## config.mk

```make
export PLATFORM = sky130hd
export DESIGN_NAME = ldm_ctrl
export DESIGN_NICKNAME = d
export VERILOG_FILES = /design/src/include/ldm_pkg.sv /design/src/verilog/ldm_ctrl.sv
export SDC_FILE = /design/constraint.sdc
export NUM_CORES = 1
export LEC_CHECK = 0
export ABC_CLOCK_PERIOD_IN_PS = 4200
export BUFFER_PORTS_ARGS = -buffer_cell sky130_fd_sc_hd__clkbuf_2
export CAP_MARGIN = 20
export CORE_MARGIN = 4
export CORE_UTILIZATION = 30
export CTS_CLUSTER_SIZE = 12
export DETAILED_ROUTE_END_ITERATION = 10
export MAX_ROUTING_LAYER = met4
export PLACE_DENSITY_LB_ADDON = 0.1
export SLEW_MARGIN = 20
export SYNTH_ARGS = -nofsm -noshare
export SYNTH_HDL_FRONTEND = slang
export SYNTH_SLANG_ARGS = --single-unit
```

## constraint.sdc

```tcl
create_clock -name aclk -period 4.2 [get_ports aclk]
set_input_delay 0.84 -clock aclk [delete_from_list [all_inputs] [get_ports aclk]]
set_output_delay 0.84 -clock aclk [all_outputs]
set_load 0.02 [all_outputs]
```

## src/include/ldm_pkg.sv

```systemverilog
// package of constants and types for the lcd display mode control block
package ldm_pkg;
   // ==========================================
   // register byte offsets
   localparam logic [7:0] DISP_CTRL_OFF = 8'h00;
   localparam logic [7:0] DBL_POS_OFF = 8'h04;
   localparam logic [7:0] DRIVE_OFF = 8'h08;
   localparam logic [7:0] POWER_OFF = 8'h0c;
   localparam logic [7:0] STATUS_OFF = 8'h10;
   localparam logic [7:0] RASTER_OFF = 8'h14;
   // ==========================================
   // display control bit positions
   localparam int DHE_BIT = 0;
   localparam int REV_BIT = 1;
   localparam int CEN_BIT = 2;
   localparam int DON_BIT = 3;
   // power control bit positions
   localparam int SLP_BIT = 0;
   localparam int STB_BIT = 1;
   localparam int OSC_BIT = 8;
   localparam int AP_LSB = 4;
   // drive register field positions
   localparam int DUTY_LSB = 0;
   localparam int BIAS_LSB = 4;
   localparam int BOOST_LSB = 8;
   localparam int CT_LSB = 16;
   // double-height position field positions
   localparam int DS_LSB = 0;
   localparam int DE_LSB = 8;
   // ==========================================
   // reset values
   localparam logic [3:0] DUTY_RST = 4'he;
   localparam logic [2:0] BIAS_RST = 3'h0;
   localparam logic [1:0] BOOST_RST = 2'h2;
   localparam logic [5:0] CT_RST = 6'h20;
   localparam logic [1:0] AP_RST = 2'h0;
   // duty, bias, boost and amp power codes
   localparam logic [3:0] DUTY_120 = 4'he;
   localparam logic [3:0] DUTY_16 = 4'h1;
   localparam logic [2:0] BIAS_11 = 3'h0;
   localparam logic [2:0] BIAS_5 = 3'h6;
   localparam logic [1:0] BOOST_X6 = 2'h2;
   localparam logic [1:0] BOOST_X2 = 2'h0;
   localparam logic [1:0] AP_OFF = 2'h0;
   // ==========================================
   // timing and response codes
   localparam int CLK_HZ = 100_000_000;
   localparam int FRAME_HZ = 68;
   localparam int SCREEN_ROWS = 128;
   localparam int ROW_CYC = CLK_HZ / (FRAME_HZ * 120);
   localparam int OSC_STABLE_US = 1000;
   localparam int OSC_STABLE_CYC = OSC_STABLE_US * (CLK_HZ / 1_000_000);
   localparam logic [1:0] RESP_OKAY = 2'h0;
   localparam logic [1:0] RESP_SLVERR = 2'h2;
   // ==========================================
   // types
   typedef enum logic [2:0] {
      LDM_RUN = 3'b001,
      LDM_SLEEP = 3'b010,
      LDM_STANDBY = 3'b100
   } ldm_mode_e;
   typedef struct packed {
      logic [6:0] com_row;
      logic [6:0] src_row;
      logic com_select;
      logic reverse;
      logic drive_off;
   } ldm_scan_s;
endpackage

```

## src/verilog/ldm_ctrl.sv

```systemverilog
// lcd display mode control with axi4-lite register slave
`timescale 1ns/1ns
module ldm_ctrl
   import ldm_pkg::*;
#(
   parameter int OSC_WAIT = OSC_STABLE_CYC
) (
   // clock and reset
   input wire logic aclk,
   input wire logic aresetn,
   // axi4-lite write address and data
   input wire logic [7:0] s_axi_awaddr,
   input wire logic s_axi_awvalid,
   output logic s_axi_awready,
   input wire logic [31:0] s_axi_wdata,
   input wire logic [3:0] s_axi_wstrb,
   input wire logic s_axi_wvalid,
   output logic s_axi_wready,
   // axi4-lite write response
   output logic [1:0] s_axi_bresp,
   output logic s_axi_bvalid,
   input wire logic s_axi_bready,
   // axi4-lite read
   input wire logic [7:0] s_axi_araddr,
   input wire logic s_axi_arvalid,
   output logic s_axi_arready,
   output logic [31:0] s_axi_rdata,
   output logic [1:0] s_axi_rresp,
   output logic s_axi_rvalid,
   input wire logic s_axi_rready,
   // scan to segment and common drivers
   output ldm_scan_s scan_out,
   output logic segment_output_gnd,
   output logic common_output_gnd,
   // analog drive settings
   output logic [3:0] duty_ratio_sel,
   output logic [2:0] bias_sel,
   output logic [1:0] boost_factor_sel,
   output logic [5:0] contrast_adjust,
   output logic lcd_power_on,
   output logic osc_run
);
   // ==========================================
   // registers
   logic [3:0] disp_reg; // dhe, reverse, centering, display on
   logic [6:0] ds_reg; // double start row
   logic [6:0] de_reg; // double end row
   logic [3:0] duty_reg;
   logic [2:0] bias_reg;
   logic [1:0] boost_reg;
   logic [5:0] ct_reg;
   logic [1:0] ap_reg;
   logic sleep_request;
   logic standby_request;
   logic osc_on_reg; // oscillator running
   logic [31:0] osc_cnt_reg; // stabilisation count
   ldm_mode_e mode_reg;
   ldm_mode_e mode_next;
   // write channel holding
   logic aw_held_reg;
   logic w_held_reg;
   logic [7:0] awaddr_reg;
   logic [31:0] wdata_reg;
   logic [3:0] wstrb_reg;
   // scan timing
   logic [31:0] row_div_reg;
   logic [6:0] line_reg; // common line counter
   ldm_scan_s scan_reg;

   // ==========================================
   // write path
   wire wr_go = aw_held_reg && w_held_reg && !s_axi_bvalid;
   wire wr_disp = awaddr_reg == DISP_CTRL_OFF;
   wire wr_pos = awaddr_reg == DBL_POS_OFF;
   wire wr_drv = awaddr_reg == DRIVE_OFF;
   wire wr_pwr = awaddr_reg == POWER_OFF;
   wire wr_known = wr_disp || wr_pos || wr_drv || wr_pwr;
   wire in_standby = mode_reg == LDM_STANDBY;
   // in standby only the power register may be written (oscillator start, standby clear)
   wire wr_allow = !in_standby || wr_pwr;
   wire wr_en = wr_go && wr_known && wr_allow;
   wire osc_start = wr_go && wr_pwr && wstrb_reg[1] && wdata_reg[OSC_BIT];
   // standby may only clear once oscillator is stable
   wire osc_ready = osc_on_reg && osc_cnt_reg >= OSC_WAIT;

   assign s_axi_awready = !aw_held_reg;
   assign s_axi_wready = !w_held_reg;

   // capture write address
   always_ff @(posedge aclk) begin
      if (!aresetn) begin
         aw_held_reg <= 1'b0;
         awaddr_reg <= 8'h00;
      end else if (s_axi_awvalid && s_axi_awready) begin
         aw_held_reg <= 1'b1;
         awaddr_reg <= s_axi_awaddr;
      end else if (wr_go) begin
         aw_held_reg <= 1'b0;
      end
   end

   // capture write data
   always_ff @(posedge aclk) begin
      if (!aresetn) begin
         w_held_reg <= 1'b0;
         wdata_reg <= 32'h0000_0000;
         wstrb_reg <= 4'h0;
      end else if (s_axi_wvalid && s_axi_wready) begin
         w_held_reg <= 1'b1;
         wdata_reg <= s_axi_wdata;
         wstrb_reg <= s_axi_wstrb;
      end else if (wr_go) begin
         w_held_reg <= 1'b0;
      end
   end

   // write response
   always_ff @(posedge aclk) begin
      if (!aresetn) begin
         s_axi_bvalid <= 1'b0;
         s_axi_bresp <= RESP_OKAY;
      end else if (wr_go) begin
         s_axi_bvalid <= 1'b1;
         s_axi_bresp <= (wr_known && wr_allow) ? RESP_OKAY : RESP_SLVERR;
      end else if (s_axi_bready) begin
         s_axi_bvalid <= 1'b0;
      end
   end

   // display control and position registers
   always_ff @(posedge aclk) begin
      if (!aresetn) begin
         disp_reg <= 4'h0;
         ds_reg <= 7'h00;
         de_reg <= 7'h00;
      end else if (wr_en && wr_disp && wstrb_reg[0]) begin
         disp_reg <= wdata_reg[3:0];
      end else if (wr_en && wr_pos) begin
         if (wstrb_reg[0]) ds_reg <= wdata_reg[DS_LSB +: 7];
         if (wstrb_reg[1]) de_reg <= wdata_reg[DE_LSB +: 7];
      end
   end

   // drive settings: duty, bias, boost, contrast
   always_ff @(posedge aclk) begin
      if (!aresetn) begin
         duty_reg <= DUTY_RST;
         bias_reg <= BIAS_RST;
         boost_reg <= BOOST_RST;
         ct_reg <= CT_RST;
      end else if (wr_en && wr_drv) begin
         if (wstrb_reg[0]) duty_reg <= wdata_reg[DUTY_LSB +: 4];
         if (wstrb_reg[0]) bias_reg <= wdata_reg[BIAS_LSB +: 3];
         if (wstrb_reg[1]) boost_reg <= wdata_reg[BOOST_LSB +: 2];
         if (wstrb_reg[2]) ct_reg <= wdata_reg[CT_LSB +: 6];
      end
   end

   // power control; in standby only a standby clear is taken here, once the oscillator is stable
   always_ff @(posedge aclk) begin
      if (!aresetn) begin
         sleep_request <= 1'b0;
         standby_request <= 1'b0;
         ap_reg <= AP_RST;
      end else if (wr_go && wr_pwr && wstrb_reg[0]) begin
         if (!in_standby) begin
            sleep_request <= wdata_reg[SLP_BIT];
            standby_request <= wdata_reg[STB_BIT];
            ap_reg <= wdata_reg[AP_LSB +: 2];
         end else if (!wdata_reg[STB_BIT] && osc_ready) begin
            standby_request <= 1'b0;
         end
      end
   end

   // oscillator: stops in standby, restarted by start instruction
   always_ff @(posedge aclk) begin
      if (!aresetn) begin
         osc_on_reg <= 1'b1;
         osc_cnt_reg <= 32'h0000_0000;
      end else if (osc_start && !osc_on_reg) begin
         osc_on_reg <= 1'b1;
         osc_cnt_reg <= 32'h0000_0000;
      end else if (mode_next == LDM_STANDBY && !in_standby) begin
         osc_on_reg <= 1'b0;
         osc_cnt_reg <= 32'h0000_0000;
      end else if (osc_on_reg && !osc_ready) begin
         osc_cnt_reg <= osc_cnt_reg + 32'h0000_0001;
      end
   end

   // ==========================================
   // power mode state
   always_comb begin
      if (standby_request) begin
         mode_next = LDM_STANDBY;
      end else if (sleep_request) begin
         mode_next = LDM_SLEEP;
      end else begin
         mode_next = LDM_RUN;
      end
   end

   always_ff @(posedge aclk) begin
      if (!aresetn) mode_reg <= LDM_RUN;
      else mode_reg <= mode_next;
   end

   // ==========================================
   // read path
   wire [31:0] rd_data =
      (s_axi_araddr == DISP_CTRL_OFF) ? {28'h0, disp_reg} :
      (s_axi_araddr == DBL_POS_OFF) ? {17'h0, de_reg, 1'b0, ds_reg} :
      (s_axi_araddr == DRIVE_OFF) ?
         {10'h0, ct_reg, 6'h0, boost_reg, 1'b0, bias_reg, duty_reg} :
      (s_axi_araddr == POWER_OFF) ?
         {23'h0, osc_on_reg, 2'h0, ap_reg, 2'h0, standby_request,
          sleep_request} :
      (s_axi_araddr == STATUS_OFF) ?
         {28'h0, osc_ready, mode_reg} :
      (s_axi_araddr == RASTER_OFF) ? {25'h0, line_reg} : 32'h0000_0000;
   wire rd_known = s_axi_araddr == DISP_CTRL_OFF
      || s_axi_araddr == DBL_POS_OFF || s_axi_araddr == DRIVE_OFF
      || s_axi_araddr == POWER_OFF || s_axi_araddr == STATUS_OFF
      || s_axi_araddr == RASTER_OFF;
   assign s_axi_arready = !s_axi_rvalid;

   // read data register
   always_ff @(posedge aclk) begin
      if (!aresetn) begin
         s_axi_rvalid <= 1'b0;
         s_axi_rdata <= 32'h0000_0000;
         s_axi_rresp <= RESP_OKAY;
      end else if (s_axi_arvalid && s_axi_arready) begin
         s_axi_rvalid <= 1'b1;
         s_axi_rdata <= rd_data;
         s_axi_rresp <= rd_known ? RESP_OKAY : RESP_SLVERR;
      end else if (s_axi_rready) begin
         s_axi_rvalid <= 1'b0;
      end
   end

   // ==========================================
   // scan generation
   wire running = mode_reg == LDM_RUN;
   wire partial = duty_reg == DUTY_16;
   // lines per frame follow the duty; row time stretches to hold 68 Hz
   wire [6:0] frame_lines = partial ? 7'd16 : 7'd120;
   wire [31:0] row_len = partial ? 32'(ROW_CYC * 120 / 16) : 32'(ROW_CYC);
   wire row_tick = row_div_reg >= row_len - 32'd1;

   // row timer and common line counter, halted when not running
   always_ff @(posedge aclk) begin
      if (!aresetn || !running) begin
         row_div_reg <= 32'h0000_0000;
         line_reg <= 7'h00;
      end else if (row_tick) begin
         row_div_reg <= 32'h0000_0000;
         line_reg <= (line_reg >= frame_lines - 7'd1) ? 7'h00 :
            line_reg + 7'd1;
      end else begin
         row_div_reg <= row_div_reg + 32'h0000_0001;
      end
   end

   // partial area sits at top, or is centred on the 120 commons
   wire [6:0] com_base = disp_reg[CEN_BIT] ? 7'd52 : 7'd0;
   wire [6:0] com_now = line_reg + com_base;
   // doubled area on screen rows, after the centering offset
   wire in_dbl = disp_reg[DHE_BIT] && com_now >= ds_reg
      && com_now <= de_reg;
   // two commons per source row inside the area
   wire [6:0] dbl_src = ds_reg + 7'((com_now - ds_reg) >> 1);
   wire [6:0] src_now = in_dbl ? dbl_src : com_now;

   // scan output register
   always_ff @(posedge aclk) begin
      if (!aresetn) begin
         scan_reg <= '0;
      end else begin
         scan_reg.com_row <= com_now;
         scan_reg.src_row <= src_now;
         scan_reg.com_select <= running && disp_reg[DON_BIT];
         scan_reg.reverse <= disp_reg[REV_BIT];
         scan_reg.drive_off <= !running;
      end
   end

   assign scan_out = scan_reg;
   assign segment_output_gnd = scan_reg.drive_off;
   assign common_output_gnd = scan_reg.drive_off;
   assign duty_ratio_sel = duty_reg;
   assign bias_sel = bias_reg;
   assign boost_factor_sel = boost_reg;
   assign contrast_adjust = ct_reg;
   assign lcd_power_on = running || ap_reg != AP_OFF;
   assign osc_run = osc_on_reg;

   // ==========================================
   // assertions
   sleep_ground_a: assert property (@(posedge aclk) disable iff (!aresetn)
      mode_reg != LDM_RUN |=> segment_output_gnd && common_output_gnd)
      else $error("outputs not grounded when halted");
   standby_osc_a: assert property (@(posedge aclk) disable iff (!aresetn)
      in_standby && !$past(osc_start) && $past(in_standby) |-> !osc_on_reg
      || $past(osc_on_reg))
      else $error("oscillator ran in standby");
   amp_off_a: assert property (@(posedge aclk) disable iff (!aresetn)
      !running && ap_reg == AP_OFF |-> !lcd_power_on)
      else $error("drive power on with amp off");
   standby_ignore_a: assert property (@(posedge aclk) disable iff (!aresetn)
      in_standby && wr_go && !wr_pwr |=> $stable(disp_reg)
      && s_axi_bresp == RESP_SLVERR)
      else $error("write taken in standby");
   dbl_pair_a: assert property (@(posedge aclk) disable iff (!aresetn)
      in_dbl |-> com_now - src_now == src_now - ds_reg
      || com_now - src_now == src_now - ds_reg + 7'd1)
      else $error("doubled row mapping wrong");
   reverse_follow_a: assert property (@(posedge aclk) disable iff (!aresetn)
      1'b1 |=> scan_reg.reverse == $past(disp_reg[REV_BIT]))
      else $error("reverse not applied");
   centre_shift_a: assert property (@(posedge aclk) disable iff (!aresetn)
      disp_reg[CEN_BIT] |-> com_now == line_reg + 7'd52)
      else $error("centering offset wrong");
   halt_line_a: assert property (@(posedge aclk) disable iff (!aresetn)
      !running |=> line_reg == 7'h00)
      else $error("scan ran while halted");
   lines_bound_a: assert property (@(posedge aclk) disable iff (!aresetn)
      running && row_tick |=> line_reg < $past(frame_lines))
      else $error("partial scan too long");
   cov_sleep_c: cover property (@(posedge aclk) mode_reg == LDM_SLEEP);
   cov_standby_c: cover property (@(posedge aclk)
      in_standby ##1 mode_reg == LDM_RUN);
   cov_dbl_c: cover property (@(posedge aclk) in_dbl && running);
endmodule

```

==> flow_summary.json <==
{
  "run_status": "finished, final reports clean",
  "rsz0062_at_grt": "no",
  "min_period_ns": 3.29,
  "multiInputGateArea_um2": 4410,
  "finalCritPeriodShare": 0.782,
  "antenna_found_initial": 0,
  "via_per_inst": 4.48,
  "cts_sinks": 186,
  "postSynthCellCount": 922,
  "critPathTopFamily": "compound AO/OA/AOI/OAI gates",
  "drt-pass1-iter-count": 4,
  "drt_iter0_drc": 352,
  "post_cts_buffers": 0,
  "tightest_slew_ns": 0.964,
  "worstSetupPathType": "reg -> reg",
  "startpoint_type": "flip-flop",
  "power_leakage_nw": 4.08,
  "gp_congestion": 0.759,
  "grt_overflow": 0,
  "cp_cell_sequence": "or4b_2 > inv_1 > ha_1 > nor4_1 > a2111oi_0 > a21boi_0 > a211o_1 > buf_4 > nor2_1",
  "crit_path_max_fanout": 18,
  "die_x_um": 175,
  "num_io_pins": 136,
  "async_flop_share": 0,
  "ctsHoldBuffers": 0,
  "drive_gt1_frac": 0.158,
  "r2r_end": "row_div_reg[4]",
  "syn_area_um2": 8420,
  "syn-mean-instance-area_um2": 9.13,
  "clk_pin_slew_ns": 0.07,
  "relSlewSlack": 0.356,
  "hold_viol_final": 0,
  "p_per_area_nw_per_um2": 375,
  "stdcell_count": 1419,
  "synth_edf_count": 0,
  "seq_area_frac_synth": 0.442,
  "cts_resized": 0,
  "cp.required_ns": 4.52,
  "cp_num_buf_inv": 2,
  "ir_worst_vdd_mv": 0.197,
  "hold_path_startpoint": "osc_cnt_reg[27]",
  "hold_path_depth": 1,
  "clock_skew_ns": 0.0110,
  "ant_nets": 0,
  "finalPower_mw": 3.71,
  "port_buffers": 108,
  "start_util": 0.304,
  "cp-end-kind": "flip-flop",
  "slowest_delay_ns": 0.83,
  "synth_ff_type": "dfxtp_1",
  "holdPathEnd": "osc_cnt_reg[27]",
  "maxCapViolCount": 0,
  "fp.dieH_um": 175,
  "wl_per_cell_um": 14.7,
  "yosysUniqueCellTypes": 63,
  "die-area_um2": 30800,
  "drc_errors": 0,
  "track_usage": 0.141,
  "h-tree-depth": 4,
  "cts_tree": "done",
  "clock_path_buffers": 2,
  "dr_total_vias": 6360,
  "grtUsageMet2": 0.207,
  "cp.arrival_ns": 3.61,
  "hpwlAfterDp_um": 15400,
  "cts_root_buf": "clkbuf_16",
  "fp-row-count": 61,
  "r2r_start": "duty_ratio_sel[3]",
  "slowest_stage": "or4b_2",
  "clk-insertion-delay-late_ns": 0.44,
  "r2r_setup_slack_ns": 0.91,
  "area_growth_pct": 17.6,
  "hold_class": "reg -> reg",
  "seq_area_um2": 3720,
  "met1_usage": 0.196,
  "fin_nets": 1129,
  "slew_violations": 0,
  "final_core_util": 0.357,
  "tns_ns": 0,
  "routed_wl_um": 20900,
  "grt_util_met3": 0.0377,
  "grt_pass1_wl_um": 33800,
  "busiest_layer": "met2",
  "grt_pass1_vias": 6167,
  "cts-buffers-inserted": 17,
  "coreArea_um2": 27700,
  "yosysWarningCount": 0,
  "nFillCells": 2932,
  "max_freq_ghz": 0.304,
  "place_inst": 1386,
  "setup_viol": 0,
  "ys_seq_elements": 186,
  "reg2reg_depth": 9,
  "grt_max_degree": 81
}
-- cell usage in the layout, fill, tap and decap left out, types with 17 or more instances in the layout --
cell type and n:
conb_1 28, nor2b_1 54, a21oi_1 26, nand3_1 38
clkbuf_16 17, ha_1 41, dfxtp_1 186, and2_1 25
o21ai_0 39, clkbuf_2 107, nor2_1 55, a21boi_0 30
xnor2_1 21, mux2i_1 41, xor2_1 19, nand2_1 111
inv_1 28
-- power by group --
part	internal [mW]	switching, mW
Combinational	0.0987	0.152
Clock	0.808	0.817
Sequential	1.80	0.0355
-- area by class of cell --
class	count	share of cell area
diodes	1	0.000253
clock buffers	17	0.0430
clock inverters	15	0.0176
inverters	28	0.0106
multi-input cells	681	0.446
flip-flops and latches	186	0.376
well taps	378	0.0478
repair buffers	113	0.0587
-- synth_stat cells (3+ instances only) --
library cell    n  area [um^2]
dfxtp_1       186         3720
nand2_1       111          417
nor2_1         55          206
nor2b_1        54          338
ha_1           41          513
mux2i_1        41          410
o21ai_0        39          195
nand3_1        38          190
clkbuf_1       31          116
a21boi_0       30          225
inv_1          28          105
a21oi_1        26          130
and2_1         25          156
xnor2_1        21          184
xor2_1         19          166
buf_4          17          128
a22oi_1        13         97.6
nand4_1        13         81.3
and3_1         12         75.1
nor4_1         11         68.8
a21o_1          9         67.6
nand2b_1        9         56.3
nor3_1          8         40.0
a211oi_1        6         45.0
a31oi_1         5         31.3
o31ai_1         5         37.5
or2_2           5         31.3
a21bo_2         4         40.0
and4_1          4         35.0
a211o_1         3         26.3
a22o_1          3         26.3
o211ai_1        3         22.5
o21a_1          3         22.5
o21bai_1        3         22.5
or4_1           3         22.5
-- cells by family (layout without fill, tap and decap cells) --
| logic type | count (synthesis) | count (layout) | share of synthesized area |
|---|---|---|---|
| adder cells (fa/ha/maj) | 43 | 43 | 0.0657 |
| buffers and inverters | 82 | 173 | 0.0455 |
| AND/OR/NAND/NOR | 363 | 363 | 0.220 |
| other | 1 | 29 | 0.000446 |
| flip-flops | 186 | 186 | 0.442 |
| multiplexers | 43 | 43 | 0.0528 |
| XOR/XNOR | 40 | 40 | 0.0416 |
| AO/OA/AOI/OAI | 164 | 164 | 0.131 |
-- how the worst max path moves through the flow --
stage | start | endpoint | slack (ns) | depth (start not counted)
3_5_place_dp | duty_ratio_sel[3] | row_div_reg[2] | 0.88 | 9
2_1_floorplan | duty_ratio_sel[0] | line_reg[2] | 1.14 | 10
5_1_grt | duty_ratio_sel[3] | row_div_reg[16] | 0.62 | 9
3_3_place_gp | duty_ratio_sel[3] | row_div_reg[17] | 0.87 | 9
6_report | duty_ratio_sel[3] | row_div_reg[4] | 0.91 | 9
4_1_cts | duty_ratio_sel[3] | row_div_reg[6] | 0.86 | 9
-- routing by layer --
metal	up-vias	wire length [um]	part of all wire
met5	-	0	0
met4	0	176	0.0084
met3	13	910	0.044
met2	92	9010	0.43
met1	2901	10800	0.52
li1	3354	-	-
-- per-stage QoR --
step / setup slack [ns] / area, um^2 / hold slack, ns
2_1_floorplan: 1.14 / 8520 / 0.430
4_1_cts: 0.861 / 9890 / 0.468
3_5_place_dp: 0.882 / 9290 / 0.446
3_3_place_gp: 0.870 / 9290 / 0.442
6_report: 0.914 / 9890 / 0.464
5_1_grt: 0.620 / 9890 / 0.482
Power figures use the tool's default switching activity.
